--- config.mk ---
export PLATFORM = sky130hd
export DESIGN_NAME = rcf_resp_carrier
export DESIGN_NICKNAME = d
export VERILOG_FILES = /design/src/core/rcf_pkg.sv /design/src/core/rcf_nco.sv /design/src/core/rcf_resp_carrier.sv
export SDC_FILE = /design/constraint.sdc
export NUM_CORES = 1
export LEC_CHECK = 0
export ABC_AREA = 1
export BUFFER_PORTS_ARGS = -buffer_cell sky130_fd_sc_hd__clkbuf_2
export CAP_MARGIN = 15
export CORE_AREA = 2 2 273 140
export CTS_BUF_LIST = sky130_fd_sc_hd__clkbuf_16
export DETAILED_ROUTE_END_ITERATION = 10
export DIE_AREA = 0 0 275 142
export HOLD_SLACK_MARGIN = 0.05
export PLACE_DENSITY_LB_ADDON = 0.05
export REMOVE_ABC_BUFFERS = 1
export SETUP_SLACK_MARGIN = 0.4
export SLEW_MARGIN = 30
export SYNTH_ARGS = -nofsm -noshare
export SYNTH_HDL_FRONTEND = slang
export SYNTH_SLANG_ARGS = --single-unit
--- constraint.sdc ---
create_clock -name clock_i -period 3.1 [get_ports clock_i]
set_input_delay 0.62 -clock clock_i [delete_from_list [all_inputs] [get_ports clock_i]]
set_output_delay 0.62 -clock clock_i [all_outputs]
set_load 0.02 [all_outputs]
--- src/core/rcf_pkg.sv ---
// constants and register map of the respiration carrier select block
package rcf_pkg;

    // ************************************************************
    // clock
    // ************************************************************
    localparam int CLK_PERIOD_NS = 100;
    localparam longint CLK_HZ = 64'd1000000000 / CLK_PERIOD_NS;
    localparam int ACC_W = 32;

    // phase increment of a 32-bit accumulator for a tone in hertz
    function automatic logic [ACC_W-1:0] rcf_inc(input longint hz);
        rcf_inc = ACC_W'((hz <<< ACC_W) / CLK_HZ);
    endfunction

    // ************************************************************
    // carrier frequencies in hertz
    // ************************************************************
    localparam longint F_64000_HZ = 64000;
    localparam longint F_56900_HZ = 56900;
    localparam longint F_56000_HZ = 56000;
    localparam longint F_54000_HZ = 54000;
    localparam longint F_52000_HZ = 52000;
    localparam longint F_51200_HZ = 51200;
    localparam longint F_50000_HZ = 50000;
    localparam longint F_46500_HZ = 46500;
    localparam longint F_32000_HZ = 32000;
    localparam longint F_28000_HZ = 28000;
    localparam longint F_25500_HZ = 25500;
    localparam longint F_23000_HZ = 23000;

    // increments indexed by carrier_freq_code
    localparam logic [ACC_W-1:0] INC_BASE [4] = '{rcf_inc(F_56000_HZ),
        rcf_inc(F_54000_HZ), rcf_inc(F_52000_HZ), rcf_inc(F_50000_HZ)};
    localparam logic [ACC_W-1:0] INC_ALT_HP [4] = '{rcf_inc(F_64000_HZ),
        rcf_inc(F_56900_HZ), rcf_inc(F_51200_HZ), rcf_inc(F_46500_HZ)};
    localparam logic [ACC_W-1:0] INC_ALT_LP [4] = '{rcf_inc(F_32000_HZ),
        rcf_inc(F_28000_HZ), rcf_inc(F_25500_HZ), rcf_inc(F_23000_HZ)};
    localparam logic [ACC_W-1:0] INC_SYNC_HP [4] = '{rcf_inc(F_64000_HZ),
        rcf_inc(F_56000_HZ), rcf_inc(F_51200_HZ), rcf_inc(F_46500_HZ)};
    localparam logic [ACC_W-1:0] INC_SYNC_FIX = rcf_inc(F_64000_HZ);

    // ************************************************************
    // register map: byte address is four times the index
    // ************************************************************
    localparam int ADDR_W = 10;
    localparam logic [7:0] IDX_FRONT_END = 8'h01;
    localparam logic [7:0] IDX_RESP_CTRL = 8'h03;
    localparam logic [7:0] IDX_SWITCH = 8'h30;
    localparam logic [7:0] IDX_STATUS = 8'h31;
    localparam logic [7:0] IDX_DEMOD = 8'h32;

    // front_end_control_reg fields
    localparam int FE_HP_BIT = 3;
    localparam logic [31:0] FE_MASK = 32'h0000_0008;
    localparam logic [31:0] FE_RESET = 32'h0000_0000;

    // resp_control_reg fields
    localparam int RC_FREQ_LSB = 1;
    localparam int RC_ALT_BIT = 3;
    localparam int RC_SYNC_FLAG_BIT = 4;
    localparam int RC_SYNC_SEL_BIT = 7;
    localparam int RC_PATH_LSB = 8;
    localparam logic [31:0] RC_MASK = 32'h0000_039e;
    localparam logic [31:0] RC_RESET = 32'h0000_0000;

    // switch register fields
    localparam int SW_A_BIT = 0;
    localparam int SW_B_BIT = 1;
    localparam int SW_C_BIT = 2;
    localparam logic [31:0] SW_MASK = 32'h0000_0007;
    localparam logic [31:0] SW_RESET = 32'h0000_0000;

    // status register fields
    localparam int ST_CARRIER_BIT = 0;
    localparam int ST_SYNC_BIT = 1;

    localparam int SAMPLE_W = 16;
endpackage

--- src/core/rcf_nco.sv ---
// phase accumulator that adopts a new increment on the first cycle after reset, then only at a period wrap
`timescale 1ns/100ps
module rcf_nco
    import rcf_pkg::*;
(
    input wire logic clock_i,                // system clock
    input wire logic rst_n_i,                // sync reset, active low
    input wire logic [ACC_W-1:0] inc_i,      // requested increment
    output logic wave_o,                     // square wave, msb of phase
    output logic wrap_o                      // one-cycle period boundary
);
    logic [ACC_W-1:0] acc_reg;
    logic [ACC_W-1:0] inc_reg;
    logic loaded_reg;
    logic [ACC_W:0] sum_w;
    logic carry_w;

    assign sum_w = {1'b0, acc_reg} + {1'b0, inc_reg};
    assign carry_w = sum_w[ACC_W];

    // after the first load, increment only changes at the boundary so no period is cut short
    always_ff @(posedge clock_i) begin
        if (!rst_n_i) begin
            acc_reg <= '0;
            inc_reg <= '0;
            loaded_reg <= 1'b0;
            wrap_o <= 1'b0;
            wave_o <= 1'b0;
        end else begin
            acc_reg <= sum_w[ACC_W-1:0];
            wave_o <= sum_w[ACC_W-1];
            wrap_o <= carry_w;
            loaded_reg <= 1'b1;
            if (carry_w || !loaded_reg) begin
                inc_reg <= inc_i;
            end
        end
    end
endmodule // rcf_nco

--- src/core/rcf_resp_carrier.sv ---
// respiration carrier select, sync pin, path switches and demodulator
// Summary of operation
// - alt bit clear: carrier 56, 54, 52 or 50 kHz by code.
// - alt set, sync off, high-perf set: 64, 56.9, 51.2, 46.5 kHz.
// - alt set, high-perf clear: 32, 28, 25.5, 23 kHz; sync ignored.
// - sync select bit 7 set drives the sync tone on sync pin.
// - sync flag on with alt clear puts 64 kHz on sync pin.
// - sync flag on with alt set: table of frequencies on sync pin.
// - extension switches route external respiration inputs to ECG channels.
// - each of three switches is set by software, never overridden.
// - digitized respiration signal demodulated against the selected carrier.
// - only one lead or external path measured at a time.
//
// The Avalon-MM interface to the registers and the address map were left to the implementer.
`timescale 1ns/100ps
module rcf_resp_carrier
    import rcf_pkg::*;
(
    input wire logic clock_i,                     // 10 MHz system clock
    input wire logic rst_n_i,                     // sync reset, active low
    input wire logic [ADDR_W-1:0] avs_address_i,  // byte address
    input wire logic avs_read_i,                  // read request
    input wire logic avs_write_i,                 // write request
    input wire logic [31:0] avs_writedata_i,      // write data
    input wire logic [3:0] avs_byteenable_i,      // byte lanes
    output logic [31:0] avs_readdata_o,           // read data
    output logic avs_waitrequest_o,               // stall
    input wire logic [SAMPLE_W-1:0] adc_sample_i, // respiration sample
    input wire logic adc_valid_i,                 // sample strobe
    output logic carrier_o,                       // internal carrier
    output logic carrier_period_o,                // carrier boundary pulse
    output logic sync_output_pin_o,               // sync pin level
    output logic sync_output_pin_oe_o,            // sync pin drive enable
    output logic [3:0] resp_path_sel_o,           // one-hot measured path
    output logic path_switch_a_o,                 // extension switch a
    output logic path_switch_b_o,                 // extension switch b
    output logic path_switch_c_o,                 // extension switch c
    output logic [31:0] demod_o,                  // demodulated sum
    output logic demod_valid_o                    // new demod result
);

    // ************************************************************
    // bus slave
    // ************************************************************
    logic ack_reg;
    logic [31:0] rdata_reg;
    logic [31:0] fe_ctrl_reg;
    logic [31:0] resp_ctrl_reg;
    logic [31:0] switch_reg;
    logic [31:0] demod_reg;
    logic demod_valid_reg;

    wire req_w = avs_read_i | avs_write_i;
    wire [7:0] idx_w = avs_address_i[ADDR_W-1:2];
    wire wr_take_w = avs_write_i & ack_reg;
    wire sel_fe_w = (idx_w == IDX_FRONT_END);
    wire sel_rc_w = (idx_w == IDX_RESP_CTRL);
    wire sel_sw_w = (idx_w == IDX_SWITCH);
    wire sel_st_w = (idx_w == IDX_STATUS);
    wire sel_dm_w = (idx_w == IDX_DEMOD);
    logic [31:0] lane_mask_w;
    logic [31:0] rd_mux_w;

    genvar lane;
    generate
        for (lane = 0; lane < 4; lane++) begin : g_lane
            assign lane_mask_w[lane*8 +: 8] = {8{avs_byteenable_i[lane]}};
        end
    endgenerate

    function automatic logic [31:0] merge(input logic [31:0] old,
            input logic [31:0] wd, input logic [31:0] lm,
            input logic [31:0] fm);
        merge = ((old & ~lm) | (wd & lm)) & fm;
    endfunction

    // exactly one wait cycle on every access
    assign avs_waitrequest_o = req_w & ~ack_reg;
    assign avs_readdata_o = rdata_reg;

    // unmapped addresses read zero, writes to them are dropped
    assign rd_mux_w = sel_fe_w ? fe_ctrl_reg :
                      sel_rc_w ? resp_ctrl_reg :
                      sel_sw_w ? switch_reg :
                      sel_st_w ? {30'h0000_0000, sync_output_pin_o,
                                  carrier_o} :
                      sel_dm_w ? demod_reg : 32'h0000_0000;

    always_ff @(posedge clock_i) begin
        if (!rst_n_i) begin
            ack_reg <= 1'b0;
            rdata_reg <= 32'h0000_0000;
        end else begin
            ack_reg <= req_w & ~ack_reg;
            if (req_w && !ack_reg) begin
                rdata_reg <= rd_mux_w;
            end
        end
    end

    always_ff @(posedge clock_i) begin
        if (!rst_n_i) begin
            fe_ctrl_reg <= FE_RESET;
            resp_ctrl_reg <= RC_RESET;
            switch_reg <= SW_RESET;
        end else if (wr_take_w) begin
            if (sel_fe_w) begin
                fe_ctrl_reg <= merge(fe_ctrl_reg, avs_writedata_i,
                                     lane_mask_w, FE_MASK);
            end
            if (sel_rc_w) begin
                resp_ctrl_reg <= merge(resp_ctrl_reg, avs_writedata_i,
                                       lane_mask_w, RC_MASK);
            end
            if (sel_sw_w) begin
                switch_reg <= merge(switch_reg, avs_writedata_i,
                                    lane_mask_w, SW_MASK);
            end
        end
    end

    // ************************************************************
    // frequency selection
    // ************************************************************
    wire [1:0] code_w = resp_ctrl_reg[RC_FREQ_LSB +: 2];
    wire alt_carrier_select = resp_ctrl_reg[RC_ALT_BIT];
    wire carrier_sync_out_flag = resp_ctrl_reg[RC_SYNC_FLAG_BIT];
    wire carrier_sync_out_select = resp_ctrl_reg[RC_SYNC_SEL_BIT];
    wire high_perf_mode = fe_ctrl_reg[FE_HP_BIT];
    logic [ACC_W-1:0] carrier_inc_w;
    logic [ACC_W-1:0] sync_inc_w;
    logic carrier_wrap_w;

    assign carrier_inc_w = !alt_carrier_select ? INC_BASE[code_w] :
                           high_perf_mode ? INC_ALT_HP[code_w] :
                           INC_ALT_LP[code_w];

    // without the sync flag the pin mirrors the internal carrier tone
    assign sync_inc_w = !carrier_sync_out_flag ? carrier_inc_w :
                        !alt_carrier_select ? INC_SYNC_FIX :
                        high_perf_mode ? INC_SYNC_HP[code_w] :
                        INC_ALT_LP[code_w];

    rcf_nco u_carrier_nco (
        .clock_i(clock_i),
        .rst_n_i(rst_n_i),
        .inc_i(carrier_inc_w),
        .wave_o(carrier_o),
        .wrap_o(carrier_wrap_w)
    );

    // separate accumulator: the sync tone may differ from the carrier
    rcf_nco u_sync_nco (
        .clock_i(clock_i),
        .rst_n_i(rst_n_i),
        .inc_i(sync_inc_w),
        .wave_o(sync_output_pin_o),
        .wrap_o()
    );

    assign carrier_period_o = carrier_wrap_w;
    assign sync_output_pin_oe_o = carrier_sync_out_select;

    // ************************************************************
    // path selection and extension switches
    // ************************************************************
    wire [1:0] path_w = resp_ctrl_reg[RC_PATH_LSB +: 2];

    assign resp_path_sel_o = 4'h1 << path_w;
    assign path_switch_a_o = switch_reg[SW_A_BIT];
    assign path_switch_b_o = switch_reg[SW_B_BIT];
    assign path_switch_c_o = switch_reg[SW_C_BIT];

    // ************************************************************
    // synchronous demodulation
    // ************************************************************
    logic signed [31:0] sum_reg;
    wire signed [31:0] sample_w = 32'(signed'(adc_sample_i));
    wire signed [31:0] term_w = carrier_o ? sample_w : -sample_w;
    wire signed [31:0] sum_next = sum_reg + (adc_valid_i ? term_w : 32'sd0);

    // one result per carrier period keeps the sum bounded
    always_ff @(posedge clock_i) begin
        if (!rst_n_i) begin
            sum_reg <= 32'sd0;
            demod_reg <= 32'h0000_0000;
            demod_valid_reg <= 1'b0;
        end else begin
            demod_valid_reg <= carrier_wrap_w;
            if (carrier_wrap_w) begin
                demod_reg <= 32'(sum_next);
                sum_reg <= 32'sd0;
            end else begin
                sum_reg <= sum_next;
            end
        end
    end

    assign demod_o = demod_reg;
    assign demod_valid_o = demod_valid_reg;
endmodule // rcf_resp_carrier

==> key figures, run 1 <==
Global routing
  – Vias in the first global route: 13800
  – Largest net degree at the start of global routing: approximately 140
  – Initial antenna violation count: 0
  – First-pass GRT wire length: about 83 mm
  – Congestion Overflow GR: 0
  – All-Layer GR Usage: 27.8%

STA
  – RSZ-0062 raised after global routing: yes
  – PnR worst setup slack: 0.231 ns
  – Slew HR: 37.2%
  – Slew Limit Fails: 0
  – Final setup viols: 0
  – Skew final: 0.0306 ns
  – Achievable Freq: 349 MHz
  – Period utilisation layout: about 93%
  – Post-route setup TNS: 0 ns
  – Worst-margin pin slew: 0.941 ns
  – Hold Vio Cnt, Final: 0
  – Fin crit period: 2.87 ns

Final layout
  – Layout fillers: 3680
  – N_diodes: 0
  – Area growth, synth to finish: 31.8%
  – Post-Route Utilization: 52.2%
  – Layout Cells excl Fill: around 3100
  – Layout net count: 2771
  – Fin area: 19200 um2
  – Share of layout cells above drive strength 1: 24.5%

Synthesis
  – Avg Cell Area, Syn: between 6 and 7 um2
  – Post-Syn Instances: 2369
  – Top cells by area, synth: dfxtp_1 31%, nand2_1 20%, nor2_1 8.4%
  – Post-synth top cells: 779 x nand2_1, 325 x nor2_1, 302 x inv_1, 225 x dfxtp_1, 199 x a21oi_1
  – Cell with the most instances after synthesis: nand2_1
  – Ys flop type: dfxtp_1
  – Count of cell types in the netlist: 49
  – Sequential area share after synthesis: between 30% and 40%
  – YS warnings: 0
  – Post-synth EDFFs: 0
  – Post-Syn Area: ~15000 um2
  – Post-synth ARST share: 0%
  – Top cell type's share of synthesized area: 30.9%
  – Area leader, netlist: dfxtp_1
  – #FFs+latches synth: 225

Pwr
  – Net switching power: ~3.2 mW
  – Int Power: 6.00 mW
  – Clock share of power: about 34%
  – Worst VDD drop: ~0.4 mV
  – Combinational Power Share: just over 30%
  – Leakage power: 9.75 nW
  – Power Density: 477 nW/um2
  – Part of the power in registers: 35.6%
  – Switching Fraction: 34.5%

Clock tree
  – Clk slew on worst S/H paths: 0.06 ns
  – Clk root buf: clkbuf_16
  – Clk_lat worst skew: between 0.5 and 0.6 ns
  – CTS Sinks: between 200 and 250
  – Hold_buf cts: 0
  – Maximum root-to-sink buffer count: 3
  – CTS tree: done
  – CTS buffer count: 24
  – # H-tree levels: 1

Detailed routing
  – # DRC: 0
  – Average wire per standard cell: 17.8 um
  – Drt pass-1 iters: 5
  – Vias per std cell: 5.05
  – Routed WL: 55.7 mm
  – Post-route ant nets: 0
  – Via count: 15800
  – 1st-iter DRT viols: 1495

Critical path
  – Reg-to-reg startpoint: u_carrier_nco.wave_o
  – WS Path Type: primary input to register
  – End of the critical path: demod_o[15]
  – CP max FO: 3
  – Crit path launch type: primary input
  – Worst r2r dst: demod_o[15]
  – CP Launch Point: adc_sample_i[2]
  – R2r setup slk: 0.36 ns
  – R2R cell count: 17
  – Crit path DAT: ~3.3 ns
  – CP required: approximately 3.6 ns
  – Critical path capture point type: register

Placed design
  – RePlAce Congestion: 0.947
  – Placed cell areas: ~16000 um2
  – Dpl hpwl: approximately 43 mm
  – Post-Place Setup Slack: -0.934 ns
  – IO buf count: 115
  – Placed Cells: 3047

Floorplan
  – Die area: between 30000 and 40000 um2
  – Starting Density: 39.6%
  – Core area: 36800 um2
  – Die width: roughly 280 um
  – Die height: approximately 140 um
  – FP Rows: 50
  – # IOs: 144

Run status
  – Status: complete, no violations

Flow run
  – Max Cap Viol: 0

Hold path
  – Min-Delay Path Depth: 3
  – Hold Crit Class: primary input to register
-- per-stage QoR --
step                      total power [mW]  hold slack, ns
after floorplan                       4.47           0.462
after global placement                5.42           0.457
after detailed placement              5.44           0.456
after CTS                             8.85           0.272
after global routing                  9.60           0.278
final                                 9.16           0.283
-- power by group through the flow --
stage	logic (mW)	clock network [mW]	registers, mW
2_1_floorplan	1.19	0	3.29
3_3_place_gp	2.12	0	3.30
3_5_place_dp	2.14	0	3.30
4_1_cts	2.45	3.15	3.25
5_1_grt	3.04	3.28	3.28
6_report	2.82	3.08	3.26
-- cell type report --
class                           instances  area, um2  share of cell area, %
Timing Repair Buffer                  271       1960                   10.2
Inverter                              314       1210                   6.30
Sequential cell                       225       4510                   23.5
Tap cell                              494        618                   3.22
Clock buffer                           24        601                   3.13
Multi-Input combinational cell       1775      10100                   52.6
Clock inverter                         18        209                   1.09
-- routing by layer --
metal / part of all wire, % / global-route usage (%) / vias to the layer above
li1: - / - / 7964
met1: 54 / 46.4 / 7213
met2: 33 / 31.3 / 530
met3: 12 / 11.3 / 44
met4: 1.0 / 3.24 / 2
met5: 0.25 / 2.63 / -
-- cells by family after synthesis --
kind of cell	count (synthesis)	share of synthesized area, %
AND/OR/NAND/NOR	1297	36.4
buffers and inverters	370	10.1
AO/OA/AOI/OAI	369	13.5
flip-flops	225	30.9
adder cells (fa/ha/maj)	93	8.14
XOR/XNOR	15	0.902
-- layout by cell type (no fill, tap or decap), drive strengths merged, types with 5 or more instances in the layout --
cell type  instances
a21oi            202
and2               5
buf              159
clkbuf           136
clkinv            16
dfxtp            225
ha                90
inv              310
nand2            789
nand3             81
nand3b            21
nand4             12
nor2             352
nor3              26
nor4               5
o21a               8
o21ai            124
o21bai             8
o22ai             13
xnor2             13
-- worst min-delay path by stage --
stage | startpoint | end
2_1_floorplan | u_carrier_nco.inc_reg[0] | u_carrier_nco.inc_reg[0]
3_3_place_gp | avs_readdata_o[2] | avs_readdata_o[2]
3_5_place_dp | avs_readdata_o[2] | avs_readdata_o[2]
4_1_cts | avs_writedata_i[8] | register
5_1_grt | avs_writedata_i[0] | register
6_report | avs_writedata_i[8] | register
-- worst max-delay path: stages --
cell      delay (ns)
clkbuf_2        0.10
inv_2           0.06
nand3_2         0.12
nor2_4          0.17
nand3_4         0.12
nor2_4          0.11
buf_4           0.13
nor2_2          0.05
o21ai_1         0.19
a21oi_2         0.09
ha_4            0.32
buf_4           0.16
nand2_4         0.08
inv_1           0.10
nand2_1         0.07
nor3_1          0.13
nand2_1         0.12
nand2_4         0.13
xnor2_4         0.15
buf_12          0.15
buf_6           0.08
o21ai_0         0.06
-- timing repair --
action,4_1_cts,5_1_grt
setup endpoints to repair,50,77
pin swaps,82,108
setup buffers,15,16
gates resized for setup,219,218
cloned,0,1
Note: power is estimated with default switching activity, not from simulation.
==> inputs of run 2 (changes only) <==
--- a/config.mk
+++ b/config.mk
@@ -8,10 +8,10 @@
 export ABC_AREA = 1
 export BUFFER_PORTS_ARGS = -buffer_cell sky130_fd_sc_hd__clkbuf_2
 export CAP_MARGIN = 15
-export CORE_AREA = 2 2 273 140
+export CORE_AREA = 2 2 292 150
 export CTS_BUF_LIST = sky130_fd_sc_hd__clkbuf_16
 export DETAILED_ROUTE_END_ITERATION = 10
-export DIE_AREA = 0 0 275 142
+export DIE_AREA = 0 0 294 152
 export HOLD_SLACK_MARGIN = 0.05
 export PLACE_DENSITY_LB_ADDON = 0.05
 export REMOVE_ABC_BUFFERS = 1
@@ -19,4 +19,5 @@
 export SLEW_MARGIN = 30
 export SYNTH_ARGS = -nofsm -noshare
 export SYNTH_HDL_FRONTEND = slang
+export SYNTH_HIERARCHICAL = 1
 export SYNTH_SLANG_ARGS = --single-unit
==> key figures, run 2 <==
Pwr
  – Power, Total: 12.6 mW (+37%)
  – Worst VDD drop: 0.493 mV (+24%)
  – Power Density: 590 nW/um2 (+23%)
  – Leakage power: 11.6 nW (+19%)

STA
  – RSZ-0062 raised after global routing: yes
  – Hold Vio Cnt, Final: 0 (unchanged)
  – Slew Limit Fails: 0 (unchanged)
  – Period utilisation layout: 89.5% (-3.1 points)
  – Slew HR: 46.5% (+9.3 points)
  – Achievable Freq: 361 MHz (+3.5%)
  – Post-route setup TNS: 0 ns (unchanged)
  – Worst-margin pin slew: 0.803 ns (-0.138 ns)
  – Worst hold slack: 0.308 ns (+0.0245 ns)
  – PnR worst setup slack: 0.327 ns (+0.0959 ns)
  – Fin crit period: 2.77 ns (-0.0959 ns)
  – Final setup viols: 0 (unchanged)
  – Skew final: 0.0253 ns (-0.00535 ns)

Floorplan
  – # IOs: 144 (unchanged)
  – FP Rows: 54 (+8.0%)
  – Die height: 152 um (+7.0%)
  – Core area: 42500 um2 (+16%)
  – Die area: 44700 um2 (+14%)
  – Die width: 294 um (+6.9%)
  – Starting Density: 39.0% (-0.57 points)

Final layout
  – Area growth, synth to finish: 28.7%
  – Layout fillers: 4362 (+19%)
  – Layout net count: 3170 (+14%)
  – N_diodes: 0 (unchanged)
  – Commonest non-fill, non-tap cell in the layout: nand2_1
  – Fin area: 21300 um2 (+11%)
  – Most frequent cells in the layout: 741 x nand2_1, 519 x inv_1, 279 x nor2_1, 239 x dfxtp_1, 160 x a21oi_1
  – Share of layout cells above drive strength 1: 21.3% (-3.1 points)

Detailed routing
  – # DRC: 0 (unchanged)
  – Post-route ant nets: 0 (unchanged)
  – Routed WL: 58.5 mm (+5.1%)
  – Vias per std cell: 4.97 (-1.5%)
  – Via count: 17800 (+13%)
  – Average wire per standard cell: 16.4 um (-8.3%)
  – 1st-iter DRT viols: 1574 (+5.3%)
  – Drt pass-1 iters: 5 (unchanged)

Clock tree
  – Clk root buf: clkbuf_16
  – Clk_lat worst skew: 0.56 ns (about the same)
  – Hold_buf cts: 0 (unchanged)
  – CTS tree: done
  – CTS Sinks: 240 (+6.7%)
  – # H-tree levels: 1 (unchanged)
  – CTS buffer count: 26 (+8.3%)
  – Maximum root-to-sink buffer count: 3 (unchanged)
  – Clk slew on worst S/H paths: 0.06 ns (about the same)

Global routing
  – Initial antenna violation count: 0 (unchanged)
  – All-Layer GR Usage: 25.0% (-2.9 points)
  – Largest net degree at the start of global routing: 89 (-35%)
  – Vias in the first global route: 15500 (+12%)
  – First-pass GRT wire length: 87.9 mm (+6.4%)
  – Congestion Overflow GR: 0 (unchanged)

Synthesis
  – Post-Syn Instances: 2753 (+16%)
  – YS warnings: 6 (+6)
  – Post-Syn Area: 16600 um2 (+14%)
  – Avg Cell Area, Syn: 6.02 um2 (-2.0%)

Critical path
  – CP max FO: 4 (+1)
  – CP required: 3.53 ns (-0.02 ns)
  – WS Path Type: primary input to register
  – CP Launch Point: adc_sample_i[0]
  – Crit path launch type: primary input
  – Crit path DAT: 3.21 ns (-0.11 ns)
  – Critical path capture point type: register
  – Reg-to-reg startpoint: u_carrier_nco/wave_o

Placed design
  – Placed cell areas: 18600 um2 (+13%)
  – Post-Place Setup Slack: -0.491 ns (+0.443 ns)
  – RePlAce Congestion: 0.993 (+4.9%)
  – Dpl hpwl: 45.0 mm (+5.3%)
  – IO buf count: 115 (unchanged)

Run status
  – Status: complete, no violations

Hold path
  – Hold path start: avs_writedata_i[8]
  – Hold Crit Class: primary input to register

Flow run
  – Max Cap Viol: 0 (unchanged)
run 2: area by class of cell:
| type | count | area, um2 | share of cell area, % |
|---|---|---|---|
| timing repair buffer | 273 | 1930 | 9.03 |
| clock inverter | 20 | 198 | 0.926 |
| inverter | 546 | 2070 | 9.69 |
| tap | 560 | 701 | 3.28 |
| clock buffer | 27 | 676 | 3.17 |
| multi-input combinational | 1908 | 11000 | 51.3 |
| timing repair inverter | 1 | 5.00 | 0.0235 |
| sequential | 240 | 4810 | 22.5 |
run 2: layer usage:
metal / global-route usage [%] / up-vias / share of wire (%)
li1: - / 8990 / -
met1: 43.0 / 8181 / 56
met2: 30.3 / 552 / 35
met3: 5.63 / 46 / 8.2
met4: 2.77 / 0 / 1.0
met5: 0 / - / 0
run 2: worst paths after layout:
path                                     endpoint  slack (ns)  cells after the start
worst max-delay path                  demod_o[25]        0.33                     19
worst min-delay path                     register        0.31                      3
worst max register to register        demod_o[17]        0.49                     17
worst min register to register  avs_readdata_o[0]        0.47                      2
run 2: critical path, stage by stage:
cell and delay, ns:
buf_6 0.10, buf_6 0.11, nor3_4 0.16, nand3_2 0.17, nor3_4 0.31, nand2_2 0.12, a21oi_2 0.15, nor2_1 0.06
buf_4 0.15, ha_4 0.32, nand2_4 0.09, nor2_4 0.14, nand2_2 0.09, nor3_2 0.19, nand2_1 0.12, nand2_1 0.09
nand2_2 0.06, nand3_2 0.09, nand2_1 0.07
run 2: timing repair:
action                     in CTS  in global routing
gates cloned                    1                  1
setup endpoints to repair      49                115
pin swaps                      52                103
gates resized for setup       116                294
setup buffers                   8                 16
run 2: metrics by stage:
| step | util (%) | std cells |
|---|---|---|
| after floorplan | - | 2693 |
| after global placement | 43.7 | 3502 |
| after detailed placement | 43.7 | 3502 |
| after CTS | 47.1 | 3558 |
| after global routing | 50.2 | 3575 |
| final | 50.2 | 3575 |
run 2: report_power, final:
part	leakage, nW	switching [mW]	internal, mW
combinational	9.23	3.24	2.24
clock	0.433	1.40	1.91
sequential	1.98	0.276	3.51
==> inputs of run 3 (changes only) <==
==> constraint.sdc (replaced) <==
create_clock -name clock_i -period 3 [get_ports clock_i]
set_input_delay 0.6 -clock clock_i [delete_from_list [all_inputs] [get_ports clock_i]]
set_output_delay 0.6 -clock clock_i [all_outputs]
set_load 0.02 [all_outputs]
==> key figures, run 3 (synthesis gave the netlist of run 2 again) <==
Floorplan
  – Starting Density: 39.0% (unchanged)
  – FP Rows: 54 (unchanged)
  – Die width: 294 um (unchanged)
  – # IOs: 144 (unchanged)
  – Die height: 152 um (unchanged)
  – Die area: 44700 um2 (unchanged)
  – Core area: 42500 um2 (unchanged)

STA
  – Slew HR: 56.4% (+9.9 points)
  – Final setup viols: 0 (unchanged)
  – PnR worst setup slack: 0.325 ns (-0.00174 ns)
  – Fin crit period: ~2.7 ns
  – Period utilisation layout: between 80% and 90%
  – Achievable Freq: ~370 MHz
  – Worst-margin pin slew: 0.647 ns (-0.155 ns)
  – Skew final: 0.0219 ns (-0.00338 ns)
  – Slew Limit Fails: 0 (unchanged)
  – RSZ-0062 raised after global routing: yes
  – Hold Vio Cnt, Final: 0 (unchanged)

Detailed routing
  – 1st-iter DRT viols: 1547 (-1.7%)
  – Routed WL: 59.7 mm (+2.0%)
  – Average wire per standard cell: 16.7 um (+2.0%)
  – Post-route ant nets: 0 (unchanged)
  – # DRC: 0 (unchanged)
  – Drt pass-1 iters: 7 (+2)
  – Vias per std cell: 4.94 (-0.64%)
  – Via count: 17700 (-0.64%)

Clock tree
  – CTS tree: done
  – Maximum root-to-sink buffer count: 3 (unchanged)
  – CTS Sinks: 240 (unchanged)
  – Hold_buf cts: 0 (unchanged)
  – # H-tree levels: 1 (unchanged)
  – Clk_lat worst skew: 0.56 ns (about the same)
  – Clk slew on worst S/H paths: 0.06 ns (about the same)
  – Clk root buf: clkbuf_16
  – CTS buffer count: 26 (unchanged)

Final layout
  – Register area: 4810 um2 (about the same)
  – Share of layout cells above drive strength 1: 21.3% (unchanged)
  – N_diodes: 0 (unchanged)
  – Layout fillers: 4349 (-0.30%)
  – Layout Cells excl Fill: 3575 (unchanged)
  – Multi-input gate area: 10900 um2 (-0.70%)
  – Most frequent cells in the layout: 734 x nand2_1, 519 x inv_1, 282 x nor2_1, 239 x dfxtp_1, 165 x a21oi_1
  – Fin area: 21200 um2 (-0.48%)
  – Commonest non-fill, non-tap cell in the layout: nand2_1
  – Area growth, synth to finish: 28.0%
  – Layout net count: 3174 (+0.13%)

Critical path
  – CP Launch Point: adc_sample_i[1]
  – R2r setup slk: 0.42 ns (-0.07 ns)
  – Critical path capture point type: register
  – Worst r2r dst: sum_reg[13]
  – R2R cell count: 16 (-1)
  – Reg-to-reg startpoint: u_carrier_nco/wave_o
  – CP required: 3.43 ns (-0.10 ns)
  – WS Path Type: primary input to register
  – Crit path launch type: primary input
  – Crit path DAT: 3.10 ns (-0.11 ns)
  – End of the critical path: sum_reg[20]
  – CP max FO: 4 (unchanged)

Global routing
  – Congestion Overflow GR: 0 (unchanged)
  – Initial antenna violation count: 0 (unchanged)
  – Vias in the first global route: 15200 (-1.9%)
  – All-Layer GR Usage: 25.1% (+0.18 points)
  – First-pass GRT wire length: 88.1 mm (+0.26%)
  – Largest net degree at the start of global routing: 110 (+24%)

Placed design
  – Dpl hpwl: 45.4 mm (+0.89%)
  – Placed Cells: 3503 (+0.029%)
  – Post-Place Setup Slack: -0.635 ns (-0.144 ns)
  – Placed cell areas: 18600 um2 (about the same)
  – IO buf count: 115 (unchanged)
  – RePlAce Congestion: 0.968 (-2.5%)

Flow run
  – Max Cap Viol: 0 (unchanged)

Run status
  – Status: complete, no violations

Pwr
  – Leakage power: 11.6 nW (-0.21%)
  – Worst VDD drop: 0.412 mV (-16%)
  – Power Density: 598 nW/um2 (+1.4%)
  – Power, Total: 12.7 mW (+0.94%)

Hold path
  – Hold Crit Class: primary input to register
run 3: area by class of cell:
cell class                 count  area share, %
clock buffer                  27           3.18
sequential                   240           22.6
tap                          560           3.30
multi-input combinational   1911           51.2
timing repair buffer         275           9.46
clock inverter                16          0.460
inverter                     546           9.73
run 3: power breakdown:
part / internal, mW / switching [mW] / leakage [nW] / total (mW)
Combinational: 2.31 / 3.35 / 9.24 / 5.66
Clock: 1.69 / 1.44 / 0.397 / 3.13
Sequential: 3.63 / 0.278 / 1.98 / 3.91
run 3: timing repair:
item                       CTS  global route
hold endpoints to repair     0             0
pin swaps                   75           112
setup endpoints to repair   49           114
setup buffers               12            13
gates resized for setup    154           264
gates cloned                 0             4
run 3: metal layers:
layer	wire, um	vias to the layer above	part of all wire, %	GRT usage (%)
li1	-	9012	-	-
met1	33400	8060	56	43.7
met2	20100	535	34	29.0
met3	5350	49	9.0	6.36
met4	877	0	1.5	3.81
met5	0	-	0	0
run 3: worst min-delay path by stage:
stage / endpoint / slack (ns) / from / cells after the start
detailed placement: demod_o[21] / 0.46 / demod_o[21] / 2
finish: register / 0.29 / avs_writedata_i[8] / 3
global placement: demod_o[21] / 0.46 / demod_o[21] / 2
floorplan: u_carrier_nco/acc_reg[0] / 0.51 / u_carrier_nco/acc_reg[0] / 3
CTS: register / 0.27 / avs_writedata_i[9] / 3
global route: register / 0.30 / avs_writedata_i[8] / 3
run 3: critical path: stages:
cell and delay [ns]:
buf_6 0.10, buf_6 0.11, nor3_4 0.19, nand3_2 0.15
inv_2 0.09, nand4_1 0.17, ha_4 0.34, a21oi_4 0.06
ha_4 0.34, nand2_4 0.08, nor2_4 0.19, buf_6 0.13
nand2_4 0.05, inv_2 0.06, nand2_2 0.05, nand2_1 0.08
nand2_2 0.08, buf_4 0.14, nand2_2 0.05, nor2_1 0.04
run 3: per-stage QoR:
stage	TNS [ns]	util, %	hold WS, ns
global route	0	50.0	0.299
CTS	0	47.2	0.265
detailed placement	-19.88	43.7	0.464
global placement	-17.92	43.7	0.456
finish	0	50.0	0.293
floorplan	-0.244	-	0.513
